`config.mk`:
```
export PLATFORM = sky130hd
export DESIGN_NAME = phy_strap_latch_rmii
export DESIGN_NICKNAME = d
export VERILOG_FILES = /design/src/strap_pkg.sv /design/src/strap_cfg_if.sv /design/src/strap_sync.sv /design/src/strap_regs.sv /design/src/phy_strap_latch_rmii.sv
export SDC_FILE = /design/constraint.sdc
export NUM_CORES = 1
export LEC_CHECK = 0
export ABC_AREA = 1
export BUFFER_PORTS_ARGS = -buffer_cell sky130_fd_sc_hd__buf_4
export CORE_UTILIZATION = 42
export DETAILED_ROUTE_END_ITERATION = 16
export GPL_ROUTABILITY_DRIVEN = 0
export PLACE_DENSITY = 0.77
export SETUP_SLACK_MARGIN = 0.05
export SLEW_MARGIN = 30
export SYNTH_ARGS = -nofsm -noshare
export SYNTH_HDL_FRONTEND = slang
export SYNTH_SLANG_ARGS = --single-unit
```
`constraint.sdc`:
```
create_clock -name clk -period 2.2 [get_ports clk]
set_input_delay 0.33 -clock clk [delete_from_list [all_inputs] [get_ports clk]]
set_output_delay 0.33 -clock clk [all_outputs]
set_load 0.01 [all_outputs]
```
`src/strap_pkg.sv`:
```
/*
 * constants for the strap latch: pad indices, register offsets, field
 * positions and values after reset.
 * assumes a 32-bit classic wishbone register bus with byte addresses.
 */
package strap_pkg;

    // ------------------------------------------------------------------
    // strap pad indices
    // ------------------------------------------------------------------
    localparam int unsigned NUM_PADS = 12;
    localparam int unsigned IDX_MGMT_ADDR_STRAP_BIT0 = 0;
    localparam int unsigned IDX_MGMT_ADDR_STRAP_BIT1 = 1;
    localparam int unsigned IDX_MGMT_ADDR_STRAP_BIT2 = 2;
    localparam int unsigned IDX_MODE_STRAP_BIT0 = 3;
    localparam int unsigned IDX_MODE_STRAP_BIT1 = 4;
    localparam int unsigned IDX_MODE_STRAP_BIT2 = 5;
    localparam int unsigned IDX_ISOLATE_STRAP = 6;
    localparam int unsigned IDX_SPEED_STRAP = 7;
    localparam int unsigned IDX_DUPLEX_STRAP = 8;
    localparam int unsigned IDX_AUTONEG_ENABLE_STRAP = 9;
    localparam int unsigned IDX_BROADCAST_DISABLE_STRAP = 10;
    localparam int unsigned IDX_NAND_TREE_STRAP_N = 11;

    // ------------------------------------------------------------------
    // mode codes and address
    // ------------------------------------------------------------------
    localparam logic [2:0] MODE_RMII = 3'h1;
    localparam logic [2:0] MODE_RMII_B2B = 3'h5;
    localparam logic [1:0] MGMT_ADDR_UPPER = 2'h0;
    localparam logic [4:0] MGMT_ADDR_BCAST = 5'h00;

    // ------------------------------------------------------------------
    // register offsets (byte addresses)
    // ------------------------------------------------------------------
    localparam logic [7:0] OFS_BASIC_CTRL = 8'h00;
    localparam logic [7:0] OFS_AN_ADVERT = 8'h04;
    localparam logic [7:0] OFS_STRAP_STATUS = 8'h08;

    // ------------------------------------------------------------------
    // basic control fields
    // ------------------------------------------------------------------
    localparam int unsigned CTRL_SPEED_BIT = 13;
    localparam int unsigned CTRL_AUTONEG_BIT = 12;
    localparam int unsigned CTRL_ISOLATE_BIT = 10;
    localparam int unsigned CTRL_DUPLEX_BIT = 8;
    localparam logic [15:0] CTRL_WMASK = 16'h3500;
    localparam logic [15:0] CTRL_RESET = 16'h3100;

    // ------------------------------------------------------------------
    // advertisement fields
    // ------------------------------------------------------------------
    localparam logic [15:0] ADV_100_CAPS = 16'h0180;
    localparam logic [15:0] ADV_WMASK = 16'h01e0;
    localparam logic [15:0] ADV_RESET = 16'h01e1;

    // ------------------------------------------------------------------
    // strap status fields
    // ------------------------------------------------------------------
    localparam int unsigned STAT_ADDR_LSB = 0;
    localparam int unsigned STAT_MODE_LSB = 5;
    localparam int unsigned STAT_BCAST_BIT = 8;
    localparam int unsigned STAT_NAND_BIT = 9;
    localparam int unsigned STAT_RSVD_MODE_BIT = 10;
    localparam int unsigned STAT_VALID_BIT = 15;

endpackage

```
`src/strap_cfg_if.sv`:
```
/*
 * carrier between the strap latch and its register file.
 * assumes both ends run on the same clock.
 */
`timescale 1ns/1ps
interface strap_cfg_if;
    logic load;
    logic valid;
    logic isolate;
    logic speed;
    logic duplex;
    logic autoneg;
    logic [15:0] status;
    logic [15:0] ctrl;
    logic [15:0] adv;

    modport src (output load, output valid, output isolate, output speed, output duplex,
        output autoneg, output status, input ctrl, input adv);
    modport regs (input load, input valid, input isolate, input speed, input duplex,
        input autoneg, input status, output ctrl, output adv);
endinterface

```
`src/strap_sync.sv`:
```
/*
 * two-flop synchroniser for a vector of pad levels.
 * assumes the pads are static or slow against clk; no reset so the
 * levels are tracked while the chip reset is held.
 */
`timescale 1ns/1ps
module strap_sync #(
    parameter int unsigned W = 1
) (
    input wire logic clk,
    input wire logic [W-1:0] d,
    output logic [W-1:0] q
);
    logic [W-1:0] meta_r;
    logic [W-1:0] q_r;

    always_ff @(posedge clk) begin
        meta_r <= d;
        q_r <= meta_r;
    end

    assign q = q_r;
endmodule

```
`src/strap_regs.sv`:
```
/*
 * wishbone classic slave holding basic control and advertisement words
 * and passing through the strap status word.
 * assumes load pulses once, at the first edge after reset release.
 */
`timescale 1ns/1ps
module strap_regs
    import strap_pkg::*;
(
    input wire logic clk,
    input wire logic nrst,
    input wire logic [7:0] wb_adr_i,
    input wire logic [31:0] wb_dat_i,
    input wire logic [3:0] wb_sel_i,
    input wire logic wb_we_i,
    input wire logic wb_cyc_i,
    input wire logic wb_stb_i,
    output logic [31:0] wb_dat_o,
    output logic wb_ack_o,
    strap_cfg_if.regs cfg
);
    logic [15:0] ctrl_r, ctrl_nxt;
    logic [15:0] adv_r, adv_nxt;
    logic [31:0] dat_r, dat_nxt;
    logic ack_r, ack_nxt;
    logic [15:0] wmask;
    logic [15:0] wdata;
    logic wr;

    // ------------------------------------------------------------------
    // next state
    // ------------------------------------------------------------------
    always_comb begin
        ctrl_nxt = ctrl_r;
        adv_nxt = adv_r;
        dat_nxt = dat_r;
        wmask = {{8{wb_sel_i[1]}}, {8{wb_sel_i[0]}}};
        wdata = wb_dat_i[15:0];
        ack_nxt = wb_cyc_i && wb_stb_i && !ack_r && cfg.valid;
        wr = ack_nxt && wb_we_i;
        if (cfg.load) begin
            // strap levels seed the control bits
            ctrl_nxt = CTRL_RESET;
            ctrl_nxt[CTRL_ISOLATE_BIT] = cfg.isolate;
            ctrl_nxt[CTRL_SPEED_BIT] = cfg.speed;
            ctrl_nxt[CTRL_DUPLEX_BIT] = cfg.duplex;
            ctrl_nxt[CTRL_AUTONEG_BIT] = cfg.autoneg;
            adv_nxt = cfg.speed ? ADV_RESET : (ADV_RESET & ~ADV_100_CAPS);
        end else if (wr && wb_adr_i == OFS_BASIC_CTRL) begin
            ctrl_nxt = (ctrl_r & ~(wmask & CTRL_WMASK)) | (wdata & wmask & CTRL_WMASK);
        end else if (wr && wb_adr_i == OFS_AN_ADVERT) begin
            adv_nxt = (adv_r & ~(wmask & ADV_WMASK)) | (wdata & wmask & ADV_WMASK);
        end
        if (ack_nxt) begin
            unique case (wb_adr_i)
                OFS_BASIC_CTRL: dat_nxt = {16'h0000, ctrl_r};
                OFS_AN_ADVERT: dat_nxt = {16'h0000, adv_r};
                OFS_STRAP_STATUS: dat_nxt = {16'h0000, cfg.status};
                default: dat_nxt = 32'h0000_0000;
            endcase
        end
    end

    always_ff @(posedge clk or negedge nrst) begin
        if (!nrst) begin
            ctrl_r <= CTRL_RESET;
            adv_r <= ADV_RESET;
            dat_r <= 32'h0000_0000;
            ack_r <= 1'b0;
        end else begin
            ctrl_r <= ctrl_nxt;
            adv_r <= adv_nxt;
            dat_r <= dat_nxt;
            ack_r <= ack_nxt;
        end
    end

    assign wb_dat_o = dat_r;
    assign wb_ack_o = ack_r;
    assign cfg.ctrl = ctrl_r;
    assign cfg.adv = adv_r;
endmodule

```
`src/phy_strap_latch_rmii.sv`:
```
/*
 * strap-in latch of a 10/100 rmii phy: samples the strap pads at chip
 * reset release, seeds control and advertisement bits, holds the rest,
 * then hands the pads back to their normal output functions.
 * assumes board pulls keep the pads steady while nrst is low.
 */
// Local design decisions: the register addresses and the Wishbone register port.
// Function
// - latch three low address straps at release
// - address bits four and three stay zero
// - address zero is own only if broadcast disabled
// - latch mode straps: 001 rmii, 101 back-to-back
// - isolate strap seeds control bit ten
// - speed strap seeds control bit thirteen
// - speed strap also sets advertised speed capability
// - duplex strap seeds control bit eight
// - autoneg strap seeds control bit twelve
// - broadcast disable strap held internally only; code also reports it in strap status bit eight
// - disable high: address zero unique to device
// - disable low: address zero also broadcast
// - active-low test strap enables nand tree
// - pads inputs during reset, outputs afterwards
`timescale 1ns/1ps
module phy_strap_latch_rmii
    import strap_pkg::*;
(
    input wire logic clk,
    input wire logic nrst,
    input wire logic [7:0] wb_adr_i,
    input wire logic [31:0] wb_dat_i,
    input wire logic [3:0] wb_sel_i,
    input wire logic wb_we_i,
    input wire logic wb_cyc_i,
    input wire logic wb_stb_i,
    output logic [31:0] wb_dat_o,
    output logic wb_ack_o,
    input wire logic [strap_pkg::NUM_PADS-1:0] strap_pad_in,
    output logic [strap_pkg::NUM_PADS-1:0] strap_pad_out,
    output logic [strap_pkg::NUM_PADS-1:0] strap_pad_oe,
    input wire logic [strap_pkg::NUM_PADS-1:0] func_out,
    input wire logic [4:0] mgmt_frame_addr,
    output logic mgmt_addr_hit,
    output logic straps_valid,
    output logic [4:0] phy_addr,
    output logic rmii_mode_en,
    output logic rmii_b2b_en,
    output logic mode_reserved,
    output logic isolate_en,
    output logic speed_100,
    output logic duplex_half,
    output logic autoneg_en,
    output logic nand_tree_en
);
    import strap_pkg::*;

    // ------------------------------------------------------------------
    // pad synchroniser
    // ------------------------------------------------------------------
    logic [NUM_PADS-1:0] pad_sync;

    strap_sync #(
        .W(NUM_PADS)
    ) u_sync (
        .clk(clk),
        .d(strap_pad_in),
        .q(pad_sync)
    );

    // ------------------------------------------------------------------
    // capture at release
    // ------------------------------------------------------------------
    logic valid_r, valid_nxt;
    logic [2:0] addr_r, addr_nxt;
    logic [2:0] mode_r, mode_nxt;
    logic bcast_dis_r, bcast_dis_nxt;
    logic nand_en_r, nand_en_nxt;
    logic [NUM_PADS-1:0] pad_out_r, pad_out_nxt;
    logic capture;

    strap_cfg_if cfg ();

    always_comb begin
        capture = !valid_r;
        valid_nxt = 1'b1;
        addr_nxt = addr_r;
        mode_nxt = mode_r;
        bcast_dis_nxt = bcast_dis_r;
        nand_en_nxt = nand_en_r;
        pad_out_nxt = func_out;
        if (capture) begin
            addr_nxt = {pad_sync[IDX_MGMT_ADDR_STRAP_BIT2], pad_sync[IDX_MGMT_ADDR_STRAP_BIT1],
                pad_sync[IDX_MGMT_ADDR_STRAP_BIT0]};
            mode_nxt = {pad_sync[IDX_MODE_STRAP_BIT2], pad_sync[IDX_MODE_STRAP_BIT1],
                pad_sync[IDX_MODE_STRAP_BIT0]};
            bcast_dis_nxt = pad_sync[IDX_BROADCAST_DISABLE_STRAP];
            nand_en_nxt = !pad_sync[IDX_NAND_TREE_STRAP_N];
        end
    end

    // latched copies change only on the capture edge
    always_ff @(posedge clk or negedge nrst) begin
        if (!nrst) begin
            valid_r <= 1'b0;
            addr_r <= 3'h0;
            mode_r <= 3'h0;
            bcast_dis_r <= 1'b0;
            nand_en_r <= 1'b0;
            pad_out_r <= '0;
        end else begin
            valid_r <= valid_nxt;
            addr_r <= addr_nxt;
            mode_r <= mode_nxt;
            bcast_dis_r <= bcast_dis_nxt;
            nand_en_r <= nand_en_nxt;
            pad_out_r <= pad_out_nxt;
        end
    end

    // ------------------------------------------------------------------
    // register file link
    // ------------------------------------------------------------------
    assign cfg.load = capture;
    assign cfg.valid = valid_r;
    assign cfg.isolate = pad_sync[IDX_ISOLATE_STRAP];
    assign cfg.speed = pad_sync[IDX_SPEED_STRAP];
    assign cfg.duplex = pad_sync[IDX_DUPLEX_STRAP];
    assign cfg.autoneg = pad_sync[IDX_AUTONEG_ENABLE_STRAP];
    assign cfg.status = {valid_r, 4'h0, mode_reserved, nand_en_r, bcast_dis_r, mode_r,
        phy_addr};

    strap_regs u_regs (
        .clk(clk),
        .nrst(nrst),
        .wb_adr_i(wb_adr_i),
        .wb_dat_i(wb_dat_i),
        .wb_sel_i(wb_sel_i),
        .wb_we_i(wb_we_i),
        .wb_cyc_i(wb_cyc_i),
        .wb_stb_i(wb_stb_i),
        .wb_dat_o(wb_dat_o),
        .wb_ack_o(wb_ack_o),
        .cfg(cfg)
    );

    // ------------------------------------------------------------------
    // outputs
    // ------------------------------------------------------------------
    assign phy_addr = {MGMT_ADDR_UPPER, addr_r};
    assign rmii_mode_en = valid_r && (mode_r == MODE_RMII);
    assign rmii_b2b_en = valid_r && (mode_r == MODE_RMII_B2B);
    // board must avoid other codes; flagged, not acted on
    assign mode_reserved = valid_r && !rmii_mode_en && !rmii_b2b_en;
    assign isolate_en = cfg.ctrl[CTRL_ISOLATE_BIT];
    assign speed_100 = cfg.ctrl[CTRL_SPEED_BIT];
    assign duplex_half = cfg.ctrl[CTRL_DUPLEX_BIT];
    assign autoneg_en = cfg.ctrl[CTRL_AUTONEG_BIT];
    assign nand_tree_en = nand_en_r;
    assign straps_valid = valid_r;

    // own address, plus address zero as broadcast unless disabled
    assign mgmt_addr_hit = valid_r && ((mgmt_frame_addr == phy_addr) ||
        ((mgmt_frame_addr == MGMT_ADDR_BCAST) && !bcast_dis_r));

    // pads are inputs until the capture, then drive their functions
    assign strap_pad_oe = {NUM_PADS{valid_r}};
    assign strap_pad_out = pad_out_r;
endmodule

```
# After elaboration in Yosys (flattened, before gate mapping)
# Index checks and enable logic that the tools add are counted.
[totals]
input_bits = 78
reg_bits = 110
output_inout_bits = 72
[classes]
reduce_logical = 21
n_mux = 7
bitwise = 7
n_eq_ne = 8
[op_table]
columns = ["operator", "n"]
rows = [
  ["2-to-1 mux 16 bit", 5],
  ["one-hot mux 16 bit (3 select lines)", 1],
  ["AND 16 bit", 2],
  ["NOT 14 -> 16 bit", 1],
  ["NOT 9 -> 16 bit", 1],
  ["OR 16 x 14 -> 16 bit", 1],
  ["OR 16 x 9 -> 16 bit", 1],
  ["AND 14 bit", 1],
  ["logical AND 1 bit", 12],
  ["2-to-1 mux 9 bit", 1],
  ["equality test 8 x 3 -> 1 bit, second input constant", 1],
  ["equality test 8 x 4 -> 1 bit, second input constant", 1],
  ["zero test 8 bit", 1],
  ["equality test 5 x 3 -> 1 bit", 1],
  ["zero test 1 bit", 5],
  ["zero test 5 bit", 1],
  ["inequality test 2 x 1 -> 1 bit, second input constant", 2],
  ["equality test 3 x 1 -> 1 bit, second input constant", 1],
  ["equality test 3 bit, second input constant", 1],
  ["inequality test 2 bit, second input constant", 1],
  ["AND reduction 2 bit", 1],
  ["logical OR 1 bit", 1],
]

# Depth between registers and ports, before layout
[depth]
depth_word = 8
mapped_depth = 9
depth_no_buf = 9

# Modules after synthesis
# A second synthesis with hierarchy kept.
[unflattened]
hier_cells = 330
hier_area_um2 = 3021.6
[modules_own_cells]
columns = ["mod", "cells_per_inst", "instances", "area_each_um2"]
rows = [
  ["strap_regs", 220, 1, 1700.4],
  ["phy_strap_latch_rmii", 86, 1, 840.8],
  ["strap_sync", 24, 1, 480.5],
]

# Worst setup path before layout
# OpenSTA, ideal clock, no wires.
[synth_timing]
path_kind = "register -> output"
start = "register valid_r (netlist: straps_valid)"
end = "output rmii_mode_en"
slack_ns = 0.594
path_stages_with_launch = 5
arrival_ns = 1.276
path_cell_list = "dfrtp_1 > buf_6 > buf_2 > nand2_1 > nor3_1"
[synth_between]
elab_chain_cells = 1
[synth_lines]
columns = ["item", "line", "text"]
rows = [
  ["start: declaration", "phy_strap_latch_rmii.sv:72", "logic valid_r, valid_nxt;"],
  ["start signal: assignment", "phy_strap_latch_rmii.sv:110", "valid_r <= valid_nxt;"],
  ["logical AND 1 bit", "phy_strap_latch_rmii.sv:149", "assign rmii_mode_en = valid_r && (mode_r == MODE_RMII);"],
  ["end: declaration", "phy_strap_latch_rmii.sv:45", "output logic rmii_mode_en,"],
]
# No other way between the ends.

# Final worst setup path
# Ends and elaborated chain as after synthesis.

==> summary.txt <==
Run status
  – Status: completed

CTS
  – Later-pin clock latency in the skew report: between 300 and 400 ps
  – CTS Buffer Depth: 2
  – Num CTS Buffers: 9
  – CTS tree: yes
  – Reg clk slew, reported paths: roughly 80 ps
  – Hold_buf cts: 1
  – Setup bufs post-CTS: 0
  – PostCTS Resize Cnt: 0
  – Clock Sinks: between 60 and 70
  – Root buf cell: clkbuf_8
  – Max H-tree Level: 3

Yosys
  – Dominant synthesized flop cell: dfrtp_1
  – Synth area leader: dfrtp_1
  – Ranking of synthesized cells by area: dfrtp_1 (34%), dfxtp_1 (18%), nand2_1 (13%)
  – Main combinational cell family by area after synthesis: simple AND/OR/NAND/NOR gates
  – Synthesis-stage register bit count: 68
  – Cell with the most instances after synthesis: nand2_1
  – Netlist Area Pre-Place: 0.00262 mm^2
  – Post-synthesis cell type count: 24
  – Synth async-reset ratio: between 60% and 70%
  – Yosys Warn Count: 0
  – Syn Inst Count: between 200 and 300
  – Compound-Gate Fraction of Synth Area: 3.25%
  – Synth Area in Simple Gates: 21.4%
  – Top post-synthesis cells by count: nand2_1 (92), dfrtp_1 (36), buf_4 (33), dfxtp_1 (24), nand3_1 (19)
  – Seq/Total Area, Yosys: between 60% and 70%
  – Synth Area in Adders: 0%
  – Post-Synth XOR/XNOR Area: 1.00%
  – Mux contribution to synthesized area: 0%
  – Avg Cell Area, Syn: ~9.4 um^2
  – Number of flops mapped to enable cells by yosys: 0
  – Yosys top cell area share: between 30% and 40%

Placed design
  – Detail Placement HPWL: about 3700 um
  – Placed cells: approximately 440
  – Port Buf Inserts: 104

Cells and area
  – ANT cells: 0
  – Area occupied by multi-input gates: approximately 740 um^2
  – Cell Count, Final, Fillers Out: roughly 460
  – Nets: 453
  – Fillers: between 500 and 600
  – Reg area: about 0.0016 mm^2
  – Layout cell share with drive strength beyond 1: about 37%
  – Layout area overhead: 33.8%

Floorplan
  – Die Wd: between 80 and 90 um
  – Initial Util: between 40% and 50%
  – FP Rows: 28
  – # IOs: 150
  – Die Area: around 0.0065 mm^2
  – Die H: 80.9 um
  – Core area: 0.00596 mm^2

Worst setup path
  – Setup crit end kind: output pin
  – R2R setup slack: around 600 ps
  – Crit path launch type: flop
  – Worst r2r src: straps_valid
  – Critical Path, Cell by Cell: buf_4, nand2_1, nor3_1, buf_4
  – Arrival @ worst endpoint: around 1700 ps
  – RR Endpoint: u_regs.cfg.ctrl[12]
  – Crit-path max FO: 13
  – CP required: between 1500 and 2000 ps
  – CP startpoint: straps_valid
  – CP Class: flop to output pin
  – Crit-path slowest cell: dfrtp_1
  – Worst Reg-to-Reg Cells: 5
  – Critical path's largest stage delay: 660 ps
  – Most frequent CP cell: buf_4

Timing
  – Fmax: approximately 0.50 GHz
  – Skew final: around 8.9 ps
  – Minimum clock period: 2000 ps
  – Final setup viols: 0
  – Hold Fails Final Rpt: 0
  – Least-Margin Pin Slew: 551 ps
  – WHS: around 83 ps
  – Rel. slew slack: between 60% and 70%
  – RSZ-0062 raised after global routing: false
  – Slew Limit Fails: 0
  – Period utilisation layout: between 90% and 100%
  – Setup TNS: 0 ps

Power and ir drop
  – Leakage power: roughly 1.9 nW
  – Total Power: roughly 2.6 mW
  – VDD IR max: roughly 0.00043 V
  – PD cells: 746 mW/mm^2

Global routing
  – Top Usage Layer GRT: met2
  – Vias in the first global route: 1778
  – Met3 Use GR: under 10%
  – Initial antenna violation count: 0
  – Grt ovf: 0
  – Total GRT Usage: about 17%
  – First-pass GRT wire length: 8220 um
  – GRT met2 Usage: 26.1%
  – Largest net degree at the start of global routing: 45
  – Met1 Usage GRT: a little over a fifth

Hold path
  – Min-Delay Path Class: input pin to flop
  – Hold Crit Start: strap_pad_in[0]
  – Worst hold endpoint: u_sync.meta_r[0]
  – Worst hold path stage count: 1

Route
  – Wirelength, routed: 5080 um
  – Antenna Nets Post-Route: 0
  – Iter 0 DRT Violations: 91
  – TritonRoute pass-1 iters: 5
  – DR DRC count: 0
  – Vias/cell: 4.40
  – Routed WL per cell: 11.2 um
  – Via count: 2000

Flow run
  – Max cap viols: 0
## area by class of cell
cell class	count	share of cell area, %
Inverter	17	1.82
Clock buffer	10	4.25
Sequential cell	68	45.5
Timing Repair Buffer	108	23.2
Tap cell	75	2.68
Multi-Input combinational cell	171	21.2
Clock inverter	6	1.32
## kinds of logic after synthesis
| family | count (synthesis) |
|---|---|
| and+or+nand+nor | 133 |
| DFF | 68 |
| buffers and inverters | 56 |
| AOI/OAI and AO/OA | 16 |
| xor gates and xnor gates | 3 |
| other | 2 |
## metrics by stage
step                      cell area (um^2)  setup WS (ps)  utilization, %
after floorplan                       2680            594               -
after global placement                3290            625            55.3
after detailed placement              3290            601            55.3
after CTS                             3500            213            58.8
after global routing                  3500           95.8            58.8
final                                 3500            199            58.8
## worst max-delay path by stage
stage,slack [ps],endpoint
floorplan,590,rmii_mode_en
global placement,620,rmii_mode_en
global route,100,rmii_mode_en
CTS,210,rmii_mode_en
detailed placement,600,rmii_mode_en
finish,200,rmii_mode_en
## power breakdown
part	total [mW]	switching (mW)	internal [mW]
logic	0.295	0.147	0.148
registers	1.36	0.0368	1.32
clock network	0.957	0.474	0.483
total	2.61	0.658	1.95
## metal layers
layer  wire [um]  part of all wire, %  vias up
met5           0                    0        -
met4         184                  3.6        0
met3         395                  7.8       16
met2        2350                   46       87
met1        2150                   42      892
li1            -                    -     1005
## flip-flops by register name, summed over array words and instances, names as in the netlist
| register | flops |
|---|---|
| u_regs.wb_ack_o | 1 |
| mode_r | 3 |
| bcast_dis_r | 1 |
| u_regs.cfg.adv | 5 |
| straps_valid | 1 |
| u_regs.wb_dat_o | 13 |
| u_sync.meta_r | 12 |
| u_regs.cfg.ctrl | 4 |
| nand_tree_en | 1 |
| addr_r | 3 |
| u_sync.q | 12 |
| strap_pad_out | 12 |
## worst max-delay path: cells and delay by family (launching register included)
family                 cells  cell delay [ps]
buffers and inverters      2              410
DFF                        1              660
and+or+nand+nor            2              250
## cells in the final DEF (no fill, tap or decap), drive strengths merged
master / synthesis / routed
dfstp: 8 / 8
buf: 38 / 107
o211ai: 2 / 2
dfxtp: 24 / 24
o21ai: 13 / 13
dfrtp: 36 / 36
nand4: 1 / 1
nor2: 13 / 13
nand2: 95 / 95
inv: 17 / 18
dlygate4sd3: 0 / 1
nand3: 19 / 19
conb: 2 / 19
xnor2: 3 / 3
clkbuf: 1 / 10
nor3: 2 / 2
clkinv: 0 / 5
or2: 3 / 3
a21oi: 1 / 1
(Power assumes the default switching activity.)
